## config.mk

```make
export PLATFORM = sky130hd
export DESIGN_NAME = adc_result_and_mode_control_flat
export DESIGN_NICKNAME = d
export VERILOG_FILES = /design/src/design/adc_ctrl_pkg.sv /design/src/design/adc_link_if.sv /design/src/design/adc_result_and_mode_control.sv /design/src/flat_wrapper.sv
export SDC_FILE = /design/constraint.sdc
export NUM_CORES = 1
export LEC_CHECK = 0
export ABC_CLOCK_PERIOD_IN_PS = 2760
export BUFFER_PORTS_ARGS = -buffer_cell sky130_fd_sc_hd__buf_4
export CAP_MARGIN = 20
export CORE_MARGIN = 1
export CORE_UTILIZATION = 50
export CTS_CLUSTER_DIAMETER = 50
export DETAILED_ROUTE_END_ITERATION = 16
export PLACE_DENSITY = 0.79
export RECOVER_POWER = 100
export REMOVE_ABC_BUFFERS = 1
export SKIP_LAST_GASP = 1
export SYNTH_ARGS = -nofsm -noshare
export SYNTH_HDL_FRONTEND = slang
export SYNTH_SLANG_ARGS = --single-unit
```

## constraint.sdc

```tcl
create_clock -name clk -period 2.76 [get_ports clk]
set_clock_uncertainty 0.1 [all_clocks]
set_input_delay 0.276 -clock clk [delete_from_list [all_inputs] [get_ports clk]]
set_output_delay 0.276 -clock clk [all_outputs]
set_load 0.005 [all_outputs]
```

## src/design/adc_ctrl_pkg.sv

```systemverilog
// Shared constants for the converter result and mode control block
`default_nettype none
package adc_ctrl_pkg;
   // ----------------------------------------
   // Sizes
   // ----------------------------------------
   localparam int NUM_CH = 16;
   localparam int RES_W = 10;
   localparam int ADDR_W = 5;
   localparam int DATA_W = 16;
   localparam int CSR_W = 8;
   // ----------------------------------------
   // Register indices on the link
   // ----------------------------------------
   localparam logic [ADDR_W-1:0] RESULT_BASE_IDX = 5'h00;
   localparam logic [ADDR_W-1:0] CSR_IDX = 5'h10;
   localparam logic [ADDR_W-1:0] START_IDX = 5'h11;
   // ----------------------------------------
   // Reset values
   // ----------------------------------------
   localparam logic [RES_W-1:0] RESULT_RESET = 10'h000;
   localparam logic [CSR_W-1:0] CSR_RESET = 8'h00;
   // ----------------------------------------
   // Control/status field positions
   // ----------------------------------------
   localparam int FLAG_BIT = 7;
   localparam int IE_BIT = 6;
   localparam int MODE_HI_BIT = 5;
   localparam int MODE_LO_BIT = 4;
   localparam int CH3_BIT = 3;
   localparam int CH2_BIT = 2;
   localparam int RES_LOW_SHIFT = 6;
   // ----------------------------------------
   // Mode codes
   // ----------------------------------------
   localparam logic [1:0] MODE_SINGLE = 2'h0;
   localparam logic [1:0] MODE_SCAN4 = 2'h1;
   localparam logic [1:0] MODE_SCAN8 = 2'h2;
   localparam logic [1:0] MODE_SCAN12 = 2'h3;
   typedef enum logic [1:0] {ST_IDLE, ST_REQ, ST_WAIT} conv_state_t;
endpackage : adc_ctrl_pkg
`default_nettype wire

```

## src/design/adc_link_if.sv

```systemverilog
// Link between the converter control block and its bus-side controller
`timescale 1ns/10ps
`default_nettype none
interface adc_link_if;
   import adc_ctrl_pkg::*;
   logic [ADDR_W-1:0] addr;
   logic wr;
   logic rd;
   logic [CSR_W-1:0] wdata;
   logic [DATA_W-1:0] rdata;
   logic end_irq;
   logic dma_ack;
   logic start_bit;
   logic start_clear;
   modport dev (
      input addr, wr, rd, wdata, dma_ack, start_bit,
      output rdata, end_irq, start_clear
   );
   modport host (
      output addr, wr, rd, wdata, dma_ack, start_bit,
      input rdata, end_irq, start_clear
   );
endinterface : adc_link_if
`default_nettype wire

```

## src/design/adc_result_and_mode_control.sv

```systemverilog
// Converter result registers, control/status register and channel sequencer
//
// Behaviour
// - Result bits 9:2 high byte, 1:0 at 7:6.
// - Sixteen read-only results, channel n into register n.
// - Results zero on reset and standby.
// - Control/status eight bits, zero on reset, standby.
// - End flag set once result stored.
// - Flag cleared by read-as-one then write zero.
// - DMA activation by end request clears flag.
// - Single mode converts once then idles.
// - Scan sets flag per group, keeps converting.
// - End request is flag AND enable.
// - Mode field 5:4 selects single or scan.
// - Single mode group from 3:2, channel 1:0.
// - Four-channel scan: group 3:2, channels 0..k.
// - Eight-channel scan: groups 0,1, channels 0..k.
// - Twelve-channel scan: groups 0..2, channels 0..k.
// - Software keeps select bit 2 zero with bit 3 in eight- and twelve-channel scans.
// - Software never uses eight-channel scan with bit 3.
// - Software stops conversion before changing selection.
// - Start bit self-clears at single-mode end only.
// - End request doubles as DMA activation request.
`timescale 1ns/10ps
`default_nettype none
module adc_result_and_mode_control (
   input wire logic clk,
   input wire logic rst,
   adc_link_if.dev link,
   input wire logic standby,
   output logic conv_req,
   output logic [3:0] conv_channel,
   input wire logic conv_done,
   input wire logic [adc_ctrl_pkg::RES_W-1:0] conv_result
);
   import adc_ctrl_pkg::*;

   // ----------------------------------------
   // State
   // ----------------------------------------
   logic [RES_W-1:0] result_r [NUM_CH];
   logic flag_r;
   logic flag_seen_r;
   logic ie_r;
   logic [1:0] mode_r;
   logic [3:0] chsel_r;
   conv_state_t state_r;
   logic [1:0] grp_r;
   logic [1:0] idx_r;
   logic [DATA_W-1:0] rdata_r;

   logic clr_all;
   logic csr_wr;
   logic csr_rd;
   logic [1:0] sel_grp;
   logic [1:0] first_grp;
   logic [1:0] last_grp;
   logic [1:0] span_k;
   logic single;
   logic done_ok;
   logic group_end;
   logic flag_set;
   logic flag_clr;

   // Standby wipes the same state as a power-on reset
   assign clr_all = rst | standby;
   assign csr_wr = link.wr && (link.addr == CSR_IDX);
   assign csr_rd = link.rd && (link.addr == CSR_IDX);

   // ----------------------------------------
   // Channel decoding
   // ----------------------------------------
   always_comb begin
      // Select 01 has no group of its own; it falls back to group 0
      if (chsel_r[3:2] == 2'h3) begin
         sel_grp = 2'h1;
      end else if (chsel_r[3:2] == 2'h2) begin
         sel_grp = 2'h2;
      end else begin
         sel_grp = 2'h0;
      end
   end

   assign single = (mode_r == MODE_SINGLE);
   assign span_k = chsel_r[1:0];

   always_comb begin
      case (mode_r)
         MODE_SCAN8: begin
            first_grp = 2'h0;
            last_grp = 2'h1;
         end
         MODE_SCAN12: begin
            first_grp = 2'h0;
            last_grp = 2'h2;
         end
         default: begin
            first_grp = sel_grp;
            last_grp = sel_grp;
         end
      endcase
   end

   assign done_ok = (state_r == ST_WAIT) && conv_done && link.start_bit;
   assign group_end = single || (idx_r == span_k);
   assign flag_set = done_ok && group_end;
   assign flag_clr = link.dma_ack || (csr_wr && !link.wdata[FLAG_BIT] && flag_seen_r);

   // ----------------------------------------
   // Sequencer
   // ----------------------------------------
   always_ff @(posedge clk) begin
      if (clr_all) begin
         state_r <= ST_IDLE;
         grp_r <= 2'h0;
         idx_r <= 2'h0;
         conv_req <= 1'b0;
         conv_channel <= 4'h0;
      end else begin
         conv_req <= 1'b0;
         case (state_r)
            ST_IDLE: begin
               if (link.start_bit) begin
                  grp_r <= first_grp;
                  idx_r <= single ? span_k : 2'h0;
                  state_r <= ST_REQ;
               end
            end
            ST_REQ: begin
               if (!link.start_bit) begin
                  state_r <= ST_IDLE;
               end else begin
                  conv_req <= 1'b1;
                  conv_channel <= {grp_r, idx_r};
                  state_r <= ST_WAIT;
               end
            end
            ST_WAIT: begin
               // Stopping mid-conversion discards the pending result
               if (!link.start_bit) begin
                  state_r <= ST_IDLE;
               end else if (conv_done) begin
                  if (single) begin
                     state_r <= ST_IDLE;
                  end else begin
                     state_r <= ST_REQ;
                     if (idx_r == span_k) begin
                        idx_r <= 2'h0;
                        grp_r <= (grp_r == last_grp) ? first_grp : grp_r + 2'h1;
                     end else begin
                        idx_r <= idx_r + 2'h1;
                     end
                  end
               end
            end
            default: begin
               state_r <= ST_IDLE;
            end
         endcase
      end
   end

   // Pulse that tells the start-bit owner to drop it
   assign link.start_clear = done_ok && single;

   // ----------------------------------------
   // Result store
   // ----------------------------------------
   genvar gi;
   generate
      for (gi = 0; gi < NUM_CH; gi++) begin : g_res
         always_ff @(posedge clk) begin
            if (clr_all) begin
               result_r[gi] <= RESULT_RESET;
            end else if (done_ok && (conv_channel == 4'(gi))) begin
               result_r[gi] <= conv_result;
            end
         end
      end
   endgenerate

   // ----------------------------------------
   // Control/status register
   // ----------------------------------------
   always_ff @(posedge clk) begin
      if (clr_all) begin
         ie_r <= CSR_RESET[IE_BIT];
         mode_r <= CSR_RESET[MODE_HI_BIT:MODE_LO_BIT];
         chsel_r <= CSR_RESET[CH3_BIT:0];
      end else if (csr_wr) begin
         ie_r <= link.wdata[IE_BIT];
         mode_r <= link.wdata[MODE_HI_BIT:MODE_LO_BIT];
         chsel_r <= link.wdata[CH3_BIT:0];
      end
   end

   // Setting wins over a clear in the same cycle so no end is lost
   always_ff @(posedge clk) begin
      if (clr_all) begin
         flag_r <= CSR_RESET[FLAG_BIT];
      end else if (flag_set) begin
         flag_r <= 1'b1;
      end else if (flag_clr) begin
         flag_r <= 1'b0;
      end
   end

   // A write of one to the flag never sets it; a zero needs a prior read of one
   always_ff @(posedge clk) begin
      if (clr_all) begin
         flag_seen_r <= 1'b0;
      end else if (csr_rd && flag_r) begin
         flag_seen_r <= 1'b1;
      end else if (csr_wr || !flag_r) begin
         flag_seen_r <= 1'b0;
      end
   end

   assign link.end_irq = flag_r && ie_r;

   // ----------------------------------------
   // Read port
   // ----------------------------------------
   always_ff @(posedge clk) begin
      if (clr_all || !link.rd) begin
         rdata_r <= 16'h0000;
      end else if (link.addr < (RESULT_BASE_IDX + 5'(NUM_CH))) begin
         rdata_r <= {result_r[link.addr[3:0]], {RES_LOW_SHIFT{1'b0}}};
      end else if (link.addr == CSR_IDX) begin
         rdata_r <= {8'h00, flag_r, ie_r, mode_r, chsel_r};
      end else begin
         rdata_r <= 16'h0000;
      end
   end

   assign link.rdata = rdata_r;
endmodule : adc_result_and_mode_control
`default_nettype wire

```

## src/flat_wrapper.sv

```systemverilog
// flat-port wrapper written by rule: the top's interface ports become plain ports
module adc_result_and_mode_control_flat import adc_ctrl_pkg::*;
  (clk, rst, standby, conv_req, conv_channel, conv_done, conv_result, link_addr, link_wr, link_rd, link_wdata, link_dma_ack, link_start_bit, link_rdata, link_end_irq, link_start_clear);
  adc_link_if link_i ();
  input wire logic clk;
  input wire logic rst;
  input wire logic standby;
  output logic conv_req;
  output logic [3:0] conv_channel;
  input wire logic conv_done;
  input wire logic [adc_ctrl_pkg::RES_W-1:0] conv_result;
  input wire logic [$bits(link_i.addr)-1:0] link_addr;
  input wire logic [$bits(link_i.wr)-1:0] link_wr;
  input wire logic [$bits(link_i.rd)-1:0] link_rd;
  input wire logic [$bits(link_i.wdata)-1:0] link_wdata;
  input wire logic [$bits(link_i.dma_ack)-1:0] link_dma_ack;
  input wire logic [$bits(link_i.start_bit)-1:0] link_start_bit;
  output wire logic [$bits(link_i.rdata)-1:0] link_rdata;
  output wire logic [$bits(link_i.end_irq)-1:0] link_end_irq;
  output wire logic [$bits(link_i.start_clear)-1:0] link_start_clear;
  assign link_i.addr = link_addr;
  assign link_i.wr = link_wr;
  assign link_i.rd = link_rd;
  assign link_i.wdata = link_wdata;
  assign link_i.dma_ack = link_dma_ack;
  assign link_i.start_bit = link_start_bit;
  assign link_rdata = link_i.rdata;
  assign link_end_irq = link_i.end_irq;
  assign link_start_clear = link_i.start_clear;
  adc_result_and_mode_control u_core (.clk(clk), .rst(rst), .link(link_i), .standby(standby), .conv_req(conv_req), .conv_channel(conv_channel), .conv_done(conv_done), .conv_result(conv_result));
endmodule
```

==> results.ini, run 1 <==
[logic_synthesis]
synth_cell_types=55
synthArstFlopShare=0
synthAdderAreaFrac=0
synth_flop_cell=edfxtp_1
synth_compound_area_frac=0.0424
synth-simple-area-share=0.187
synth_xor_area_frac=0.00198
syn_area_mm2=0.00885
synth_top_family_by_area=simple AND/OR/NAND/NOR gates
seq_area_frac_synth=0.624
synth_cells=621
avgSynthCellArea_um2=14.3
synth.area.mux_share=0.123
ys_ff_latch=196
synth_edf_count=160
ys_warn_count=0

[final_layout]
most-common-layout-cells=160 x edfxtp_1, 100 x and2_0, 66 x and2_1, 43 x buf_4, 38 x mux4_2
nFillCells=1344
area_growth_pct=13.5
design_area_mm2=0.0100
drive_gt1_frac=0.223
multi_input_area_mm2=0.00304
fin_nets=716
regArea_mm2=0.00553
fin_cells=923
diodes=0
layout_commonest_cell=edfxtp_1

[die]
start_util=0.512
die_area_mm2=0.0182
io_pins=54
placeableCoreArea_mm2=0.0173
num_rows=48
die_x_um=135
fp.dieH_um=135

[routing]
wl_per_cell_um=21.6
drcViolationCount=0
vias=5378
vias_per_cell=5.83
wirelength_um=19900
antenna_left=0
first_iter_violations=445
firstDrtPassIters=5

[timing]
whs_ps=20.3
layout_worst_path_cycle_share=0.868
slew_viol_final=0
clock.fmax_mhz=418
rsz0062_at_grt=no
tightestPinTransition_ps=837
finalSetupViolations=0
final.setup.tns_ps=0
period_minus_slack_ps=2400
hold_viol_final=0
slew_headroom=0.442

[grt]
grt_util_all_layers=0.234
antenna_found_initial=0
grt_start_max_net_pins=24
grt-ovfl-total=0
grt_pass1_vias=5370
grt_pass1_wl_um=30400

[worst_setup_path]
crit_path_start_kind=input pin
worstPathRequired_ps=2960
slowest_delay_ps=620
crit_path_start=link_start_bit
worst_path_max_delay_cell=nor3_2
crit_type=in2reg
worstPathArrival_ps=2590
r2r_start=u_core.mode_r[1]
path_cells=dlygate4sd3_1 > clkbuf_1 > nand4b_1 > or3_1 > nor3_2 > and2_0
endpoint_kind=flip-flop
cp_max_fo=10

[min_path]
hp-start=link_wdata[0]
worstHoldPathType=in2reg

[clocking]
post_cts_buffers=0
clock-root-buffer=clkbuf_16
ctsHtreeMaxLevel=4
clkLatencyLatePin_ps=440
cts.sinks=196
numCtsBuffers=17
cts_buffer_depth=2
cts_tree=built
path_clk_slew_ps=70

[pwr]
leakagePower_nw=3.73
power.density_mw_per_mm2=618
power.total_mw=6.21
ir_drop_uv=458

[flow_run]
maxCapViolations=0

[outcome]
outcome=complete, no violations

[placed_design]
dp.cells=888
gp_congestion=0.875
dp_hpwl_um=13400
portBuffers=53
place_area_mm2=0.00954

==> what timing repair did <==
item,CTS,global route
resized for setup,0,0
hold buffers,3,0
hold endpoints to repair,3,0
==> final timing paths <==
check / to / cells past startpoint / slack, ps
max: u_core.result_r[12][8] / 6 / 360
min: u_core.chsel_r[0] / 3 / 20
max reg2reg: u_core.grp_r[0] / 5 / 430
min reg2reg: u_core.ie_r / 2 / 390
==> metal layers <==
| layer | part of all wire | routed length (µm) | vias up | track usage |
|---|---|---|---|---|
| met3 | 0.085 | 1700 | 29 | 0.0627 |
| met4 | 0.018 | 358 | 0 | 0.0787 |
| li1 | - | - | 2410 | - |
| met5 | 0 | 0 | - | 0 |
| met1 | 0.39 | 7860 | 2693 | 0.300 |
| met2 | 0.50 | 9990 | 246 | 0.388 |
==> worst max-delay path, delay by kind of cell <==
kind / cells / cell delay [ps]
AND/OR/NAND/NOR: 4 / 1640
buffers and inverters: 2 / 670
==> flip-flops by register name, summed over array words and instances (netlist names) <==
name and flops:
u_core.conv_channel 4, u_core.flag_r 1, u_core.state_r 2, u_core.result_r 160, u_core.grp_r 2, u_core.mode_r 2
u_core.conv_req 1, u_core.chsel_r 4, u_core.ie_r 1, u_core.link.rdata 16, u_core.flag_seen_r 1, u_core.idx_r 2
==> cell usage after synthesis, types with 2 or more instances <==
cell type    n  area share
mux4_2      38       0.097
a31oi_1      2      0.0014
buf_2        4      0.0023
o21ai_2      2      0.0020
or2_2        6      0.0042
a21oi_1     14      0.0079
nand3_1     10      0.0057
nor3_4       2      0.0037
and3_1       4      0.0028
nor3_2       2      0.0023
xor2_1       2      0.0020
nor2_4       6      0.0076
nor2b_1      2      0.0014
inv_1        5      0.0021
o21ai_0     21       0.012
buf_4        5      0.0042
edfxtp_1   160        0.54
o22ai_1      9      0.0064
nor2_2       6      0.0042
nand2b_1     8      0.0057
nor3_1       2      0.0011
buf_1        3      0.0013
nand4b_1     2      0.0020
and2_2       2      0.0017
and2_1     166        0.12
buf_6        3      0.0038
o211ai_1     2      0.0017
nor2_1      14      0.0059
dfxtp_1     36       0.081
nand4_1      4      0.0028
nand2_1     17      0.0072
clkbuf_1    16      0.0068
a2111oi_0    2      0.0020
mux2i_1     23       0.026
==> stage by stage <==
step                setup WS (ps)  utilization
floorplan                     373            -
global placement              653        0.551
detailed placement            611        0.551
CTS                           620        0.589
global route                  255        0.581
finish                        365        0.581
==> cell families (layout without fill, tap and decap cells) <==
family,count (synthesis),after routing
compound gates,61,61
xor+xnor,2,2
buf+inv,38,115
flops,196,196
mux,61,61
simple gates,263,263
==> final cells by class <==
class | count | area share
sequential | 196 | 0.550
timing repair buffer | 77 | 0.0553
tap | 225 | 0.0280
clock inverter | 12 | 0.0138
inverter | 6 | 0.00224
multi-input combinational | 387 | 0.303
clock buffer | 20 | 0.0477
==> where the power goes <==
group	switching (mW)	leakage, nW	internal [mW]
clock network	1.09	0.298	1.45
registers	0.0326	2.07	3.28
logic	0.208	1.36	0.145
Note: power is estimated with default switching activity, not from simulation.
==> run 2: changes to the inputs <==
--- a/config.mk
+++ b/config.mk
@@ -6,13 +6,13 @@
 export NUM_CORES = 1
 export LEC_CHECK = 0
 export ABC_CLOCK_PERIOD_IN_PS = 2760
-export BUFFER_PORTS_ARGS = -buffer_cell sky130_fd_sc_hd__buf_4
 export CAP_MARGIN = 20
 export CORE_MARGIN = 1
-export CORE_UTILIZATION = 50
+export CORE_UTILIZATION = 63
 export CTS_CLUSTER_DIAMETER = 50
 export DETAILED_ROUTE_END_ITERATION = 16
-export PLACE_DENSITY = 0.79
+export DONT_BUFFER_PORTS = 1
+export PLACE_DENSITY = 0.9
 export RECOVER_POWER = 100
 export REMOVE_ABC_BUFFERS = 1
 export SKIP_LAST_GASP = 1
==> run 2 against run 1 <==
Compared with the run above:
- die area shrank 20%
- combinational power shrank 14%
- final cell count shrank 8.2%
- via count rose by 3.7%
- sequential power about the same
- global-route usage increased by 7.9 points
- critical endpoint is now u_core.result_r[7][7]
- sequential share of layout area is 1.5 points higher
- fmax decreased by 3.3%
- critical path depth down 1
- final area shrank 2.6%
- sequential cell count is the same
- utilization is 15 points higher
==> results.ini, run 2 (synthesis gave the netlist of run 1 again) <==
[routing]
vias=5577  ; was 5378
met2_length_um=10400  ; was 9990 µm
wl_per_cell_um=25.1  ; was 21.6 µm
firstDrtPassIters=6  ; was 5
antenna_left=0  ; unchanged
first_iter_violations=769  ; was 445
wirelength_um=21200  ; was 19900 µm
drcViolationCount=0  ; unchanged
top_layer=met4  ; unchanged
wl_met3_um=2310  ; was 1700 µm
vias_per_cell=6.58  ; was 5.83
m1WireLength_um=7620  ; was 7860 µm

[pwr]
swShare=0.213  ; was 0.214
p_int_mw=4.85  ; was 4.88 mW
ir_drop_uv=411  ; was 458 µV
power.total_mw=6.16  ; was 6.21 mW
p_sw_mw=1.31  ; was 1.33 mW
seq_power_share=0.538  ; was 0.534
p_clk_frac=0.412  ; was 0.409
combinationalPowerShare=0.050  ; was 0.057
leakagePower_nw=3.52  ; was 3.73 nW
power.density_mw_per_mm2=630  ; was 618 mW/mm²

[final_layout]
most-common-layout-cells=160 x edfxtp_1, 115 x and2_0, 51 x and2_1, 38 x mux4_2, 36 x dfxtp_1  ; was 160 x edfxtp_1, 100 x and2_0, 66 x and2_1, 43 x buf_4, 38 x mux4_2
design_area_mm2=0.00979  ; was 0.0100 mm²
fin_util=0.728  ; was 0.581
area_growth_pct=10.6  ; was 13.5%
fin_nets=688  ; was 716
nFillCells=816  ; was 1344
multi_input_area_mm2=0.00303  ; was 0.00304 mm²
drive_gt1_frac=0.128  ; was 0.223
fin_cells=847  ; was 923
largest_register_ff_count=160  ; unchanged
max_flop_register=u_core.result_r  ; unchanged
regArea_mm2=0.00553  ; unchanged
layout_commonest_cell=edfxtp_1  ; unchanged

[outcome]
outcome=complete, no violations  ; unchanged

[grt]
antenna_found_initial=1  ; was 0
grt_pass1_vias=5702  ; was 5370
grt-ovfl-total=0  ; unchanged
grt_pass1_wl_um=32400  ; was 30400 µm
grt_util_all_layers=0.313  ; was 0.234
grt_start_max_net_pins=44  ; was 24

[worst_setup_path]
crit_type=reg2reg  ; was in2reg
worst_path_max_delay_cell=clkbuf_1  ; was nor3_2
path_buf_inv=1  ; was 2
worstPathArrival_ps=2450  ; was 2590 ps
crit_path_start=u_core.state_r[0]  ; was link_start_bit
worstPathRequired_ps=2730  ; was 2960 ps
crit_path_start_kind=flip-flop  ; was input pin
crit_family=simple AND/OR/NAND/NOR gates  ; unchanged
cp_max_fo=10  ; unchanged
r2r_start=u_core.state_r[0]  ; was u_core.mode_r[1]
slowest_delay_ps=540  ; was 620 ps
endpoint_kind=flip-flop  ; unchanged
path_cells=and2b_1 > and3_1 > nand3_1 > o21ai_0 > clkbuf_1  ; was dlygate4sd3_1 > clkbuf_1 > nand4b_1 > or3_1 > nor3_2 > and2_0

[placed_design]
gp_congestion=0.880  ; was 0.875
place_area_mm2=0.00906  ; was 0.00954 mm²
dp_hpwl_um=13000  ; was 13400 µm
preCtsSetupSlack_ps=669  ; was 611 ps
dp.cells=785  ; was 888
portBuffers=0  ; was 53

[clocking]
post_cts_resized=0  ; unchanged
ctsHtreeMaxLevel=4  ; unchanged
cts.sinks=196  ; unchanged
path_clk_slew_ps=70  ; about the same
clock-root-buffer=clkbuf_16  ; unchanged
post_cts_buffers=0  ; unchanged
numCtsBuffers=17  ; unchanged
clkLatencyLatePin_ps=440  ; about the same
cts_tree=built  ; unchanged
ctsHoldBuffers=28  ; was 3
cts_buffer_depth=2  ; unchanged

[die]
fp.dieH_um=121  ; was 135 µm
num_rows=42  ; was 48
die_area_mm2=0.0145  ; was 0.0182 mm²
start_util=0.658  ; was 0.512
io_pins=54  ; unchanged
die_x_um=121  ; was 135 µm
placeableCoreArea_mm2=0.0135  ; was 0.0173 mm²

[min_path]
hp-start=rst  ; was link_wdata[0]
worstHoldPathType=in2reg  ; unchanged

[timing]
finalSetupViolations=0  ; unchanged
layout_worst_path_cycle_share=0.898  ; was 0.868
rsz0062_at_grt=no  ; unchanged
hold_viol_final=0  ; unchanged
period_minus_slack_ps=2480  ; was 2400 ps
setup_slack_ps=282  ; was 365 ps
slew_viol_final=0  ; unchanged
slew_headroom=0.279  ; was 0.442
final.setup.tns_ps=0  ; unchanged
whs_ps=35.8  ; was 20.3 ps
clock.fmax_mhz=404  ; was 418 MHz
tightestPinTransition_ps=1070  ; was 837 ps

[flow_run]
maxCapViolations=0  ; unchanged

-- run 2: cell types whose count changed in the layout (fill, tap and decap cells not counted), sizes merged --
cell	change
buf	-38
dlygate4sd3	+26
clkbuf	-18
bufinv	+1
clkinv	+1
diode	+1
-- run 2: power by group through the flow --
| stage | sequential (mW) | clock (mW) | combinational, mW |
|---|---|---|---|
| floorplan | 3.37 | 0 | 0.166 |
| global placement | 3.37 | 0 | 0.236 |
| detailed placement | 3.38 | 0 | 0.244 |
| CTS | 3.32 | 2.54 | 0.307 |
| global route | 3.32 | 2.65 | 0.315 |
| finish | 3.32 | 2.54 | 0.306 |
-- run 2: final timing paths --
path / to / slack (ps) / cells after the start
hold / removal: u_core.idx_r[0] / 40 / 2
setup reg to reg: u_core.result_r[7][7] / 280 / 5
hold reg to reg: u_core.flag_seen_r / 400 / 1
setup / recovery: u_core.result_r[7][7] / 280 / 5
-- run 2: cell type report --
| type | count | share of cell area |
|---|---|---|
| clock buffers | 18 | 0.0438 |
| repair buffers | 49 | 0.0392 |
| clock inverters | 14 | 0.0179 |
| flip-flops and latches | 196 | 0.564 |
| well taps | 176 | 0.0225 |
| multi-input cells | 387 | 0.309 |
| diodes | 1 | 0.000256 |
| inverters | 6 | 0.00230 |
-- run 2: layer usage --
layer  vias up  GRT usage
met2       424      0.500
met5         -          0
li1       2363          -
met1      2715      0.400
met3        75     0.0868
met4         0      0.152
==> run 3: changes to the inputs <==
--- a/config.mk
+++ b/config.mk
@@ -5,7 +5,7 @@
 export SDC_FILE = /design/constraint.sdc
 export NUM_CORES = 1
 export LEC_CHECK = 0
-export ABC_CLOCK_PERIOD_IN_PS = 2760
+export ABC_CLOCK_PERIOD_IN_PS = 2700
 export CAP_MARGIN = 20
 export CORE_MARGIN = 1
 export CORE_UTILIZATION = 63
==> constraint.sdc (replaced) <==
create_clock -name clk -period 2.7 [get_ports clk]
set_clock_uncertainty 0.1 [all_clocks]
set_input_delay 0.27 -clock clk [delete_from_list [all_inputs] [get_ports clk]]
set_output_delay 0.27 -clock clk [all_outputs]
set_load 0.005 [all_outputs]
==> run 3 against run 2 <==
Compared with the run above:
- combinational power grew 1%
- global-route usage is essentially flat
- routed wire length shrank 0.73%
- fmax grew 1.6%
- utilization shrank 0.11 points
- critical path depth shrank 1
- worst setup slack lost 22 ps
- register-to-register slack lost 20 ps
- final area shrank 0.15%
- final cell count grew 0.12%
- sequential cell count is the same
- first-iteration DRC count shrank 0.26%
- largest cell class unchanged
- highest routed layer unchanged
==> results.ini, run 3 (synthesis gave the netlist of run 1 again) <==
[outcome]
outcome=complete, no violations  ; unchanged

[final_layout]
max_flop_register=u_core.result_r  ; unchanged
fin_util=0.726  ; was 0.728
fin_cells=848  ; was 847
area_growth_pct=10.4  ; was 10.6%
layout_commonest_cell=edfxtp_1  ; unchanged
most-common-layout-cells=160 x edfxtp_1, 128 x and2_0, 38 x and2_1, 38 x mux4_2, 36 x dfxtp_1  ; was 160 x edfxtp_1, 115 x and2_0, 51 x and2_1, 38 x mux4_2, 36 x dfxtp_1
fin_nets=689  ; was 688
largest_register_ff_count=160  ; unchanged
drive_gt1_frac=0.131  ; was 0.128
design_area_mm2=0.00977  ; was 0.00979 mm²

[placed_design]
preCtsSetupSlack_ps=532  ; was 669 ps
portBuffers=0  ; unchanged
place_area_mm2=0.00905  ; was 0.00906 mm²
dp.cells=784  ; was 785
dp_hpwl_um=13100  ; was 13000 µm
gp_congestion=0.896  ; was 0.880

[worst_setup_path]
crit_path_start_kind=flip-flop  ; unchanged
crit_type=reg2reg  ; unchanged
worstPathArrival_ps=2420  ; was 2450 ps
reg2reg_depth=4  ; was 5
slowest_delay_ps=560  ; was 540 ps
cp.depth=4  ; was 5
path_buf_inv=1  ; unchanged
path_cells=nand4b_1 > or3_1 > o21ai_0 > clkbuf_1  ; was and2b_1 > and3_1 > nand3_1 > o21ai_0 > clkbuf_1
worstPathRequired_ps=2680  ; was 2730 ps
worst_path_max_delay_cell=or3_1  ; was clkbuf_1
crit_family=simple AND/OR/NAND/NOR gates  ; unchanged
cp_max_fo=10  ; unchanged
endpoint_kind=flip-flop  ; unchanged

[timing]
clock.fmax_mhz=410  ; was 404 MHz
tightestPinTransition_ps=1010  ; was 1070 ps
hold_viol_final=0  ; unchanged
rsz0062_at_grt=no  ; unchanged
layout_worst_path_cycle_share=0.903  ; was 0.898
finalSetupViolations=0  ; unchanged
slew_viol_final=0  ; unchanged
whs_ps=0.505  ; was 35.8 ps
final.setup.tns_ps=0  ; unchanged
setup_slack_ps=261  ; was 282 ps
slew_headroom=0.319  ; was 0.279
period_minus_slack_ps=2440  ; was 2480 ps

[clocking]
cts_buffer_depth=2  ; unchanged
cts.sinks=196  ; unchanged
path_clk_slew_ps=70  ; about the same
numCtsBuffers=17  ; unchanged
post_cts_resized=0  ; unchanged
cts_tree=built  ; unchanged
clock-root-buffer=clkbuf_16  ; unchanged
ctsHtreeMaxLevel=4  ; unchanged
clkLatencyLatePin_ps=440  ; about the same

[routing]
vias=5502  ; was 5577
vias_per_cell=6.49  ; was 6.58
wirelength_um=21100  ; was 21200 µm
wl_per_cell_um=24.8  ; was 25.1 µm
antenna_left=0  ; unchanged
firstDrtPassIters=5  ; was 6
drcViolationCount=0  ; unchanged
first_iter_violations=767  ; was 769

[pwr]
leakagePower_nw=3.51  ; was 3.52 nW
combinationalPowerShare=0.050  ; about the same
p_sw_mw=1.31  ; about the same
seq_power_share=0.551  ; was 0.538
power.density_mw_per_mm2=630  ; about the same
p_int_mw=4.85  ; about the same
ir_drop_uv=421  ; was 411 µV
power.total_mw=6.16  ; about the same
p_clk_frac=0.399  ; was 0.412
swShare=0.213  ; about the same

[grt]
grt_start_max_net_pins=44  ; unchanged
grt_util_all_layers=0.313  ; about the same
grt_pass1_wl_um=32100  ; was 32400 µm
grt_pass1_vias=5699  ; was 5702
grt-ovfl-total=0  ; unchanged
antenna_found_initial=1  ; unchanged

[die]
die_x_um=121  ; unchanged
start_util=0.658  ; unchanged
io_pins=54  ; unchanged
num_rows=42  ; unchanged
die_area_mm2=0.0145  ; unchanged
placeableCoreArea_mm2=0.0135  ; unchanged
fp.dieH_um=121  ; unchanged

[min_path]
worstHoldPathType=in2reg  ; unchanged
holdPathStages=2  ; unchanged

[flow_run]
maxCapViolations=0  ; unchanged

run 3: cell count changes in the layout (fill, tap and decap cells not counted), moves of 2 or more:
cell,delta
inv_6,-3
clkinv_2,+3
clkbuf_1,-4
dlygate4sd3_1,+2
and2_0,+13
and2_1,-13
buf_4,+2
run 3: final timing paths:
check                                  startpoint                     to  slack [ps]
worst min-delay path                 link_addr[3]   u_core.link.rdata[7]         0.5
worst max-delay path            u_core.state_r[0]  u_core.result_r[0][3]         260
worst max register to register  u_core.state_r[0]  u_core.result_r[0][3]         260
worst min register to register        u_core.ie_r            u_core.ie_r         410
run 3: worst register-to-register path: stages, from the launching register on:
cell and delay, ps:
dfxtp_1 340, nand4b_1 260, or3_1 560, o21ai_0 300, clkbuf_1 520
run 3: what timing repair did:
| action | in CTS | in global routing |
|---|---|---|
| buffers inserted | 0 | 0 |
| hold buffers | 31 | 0 |
| hold endpoints to repair | 173 | 0 |
run 3: area by class of cell:
cell class                      instances  area [µm²]
Antenna cell                            1        2.50
Clock buffer                           18         429
Clock inverter                         14         139
Fill cell                             849        3680
Inverter                                6        22.5
Multi-Input combinational cell        387        3030
Sequential cell                       196        5530
Tap cell                              176         220
Timing Repair Buffer                   50         409
run 3: layer usage:
| layer | global-route usage | share of wire | wire [µm] |
|---|---|---|---|
| met5 | 0 | 0 | 0 |
| met1 | 0.387 | 0.37 | 7740 |
| met3 | 0.0962 | 0.10 | 2130 |
| met2 | 0.511 | 0.50 | 10600 |
| met4 | 0.138 | 0.031 | 648 |
run 3: power groups by stage:
stage	clock, mW	sequential, mW	combinational (mW)
after CTS	2.46	3.39	0.314
after floorplan	0	3.44	0.169
after global placement	0	3.45	0.238
after global routing	2.58	3.40	0.322
final	2.46	3.39	0.310
after detailed placement	0	3.46	0.248
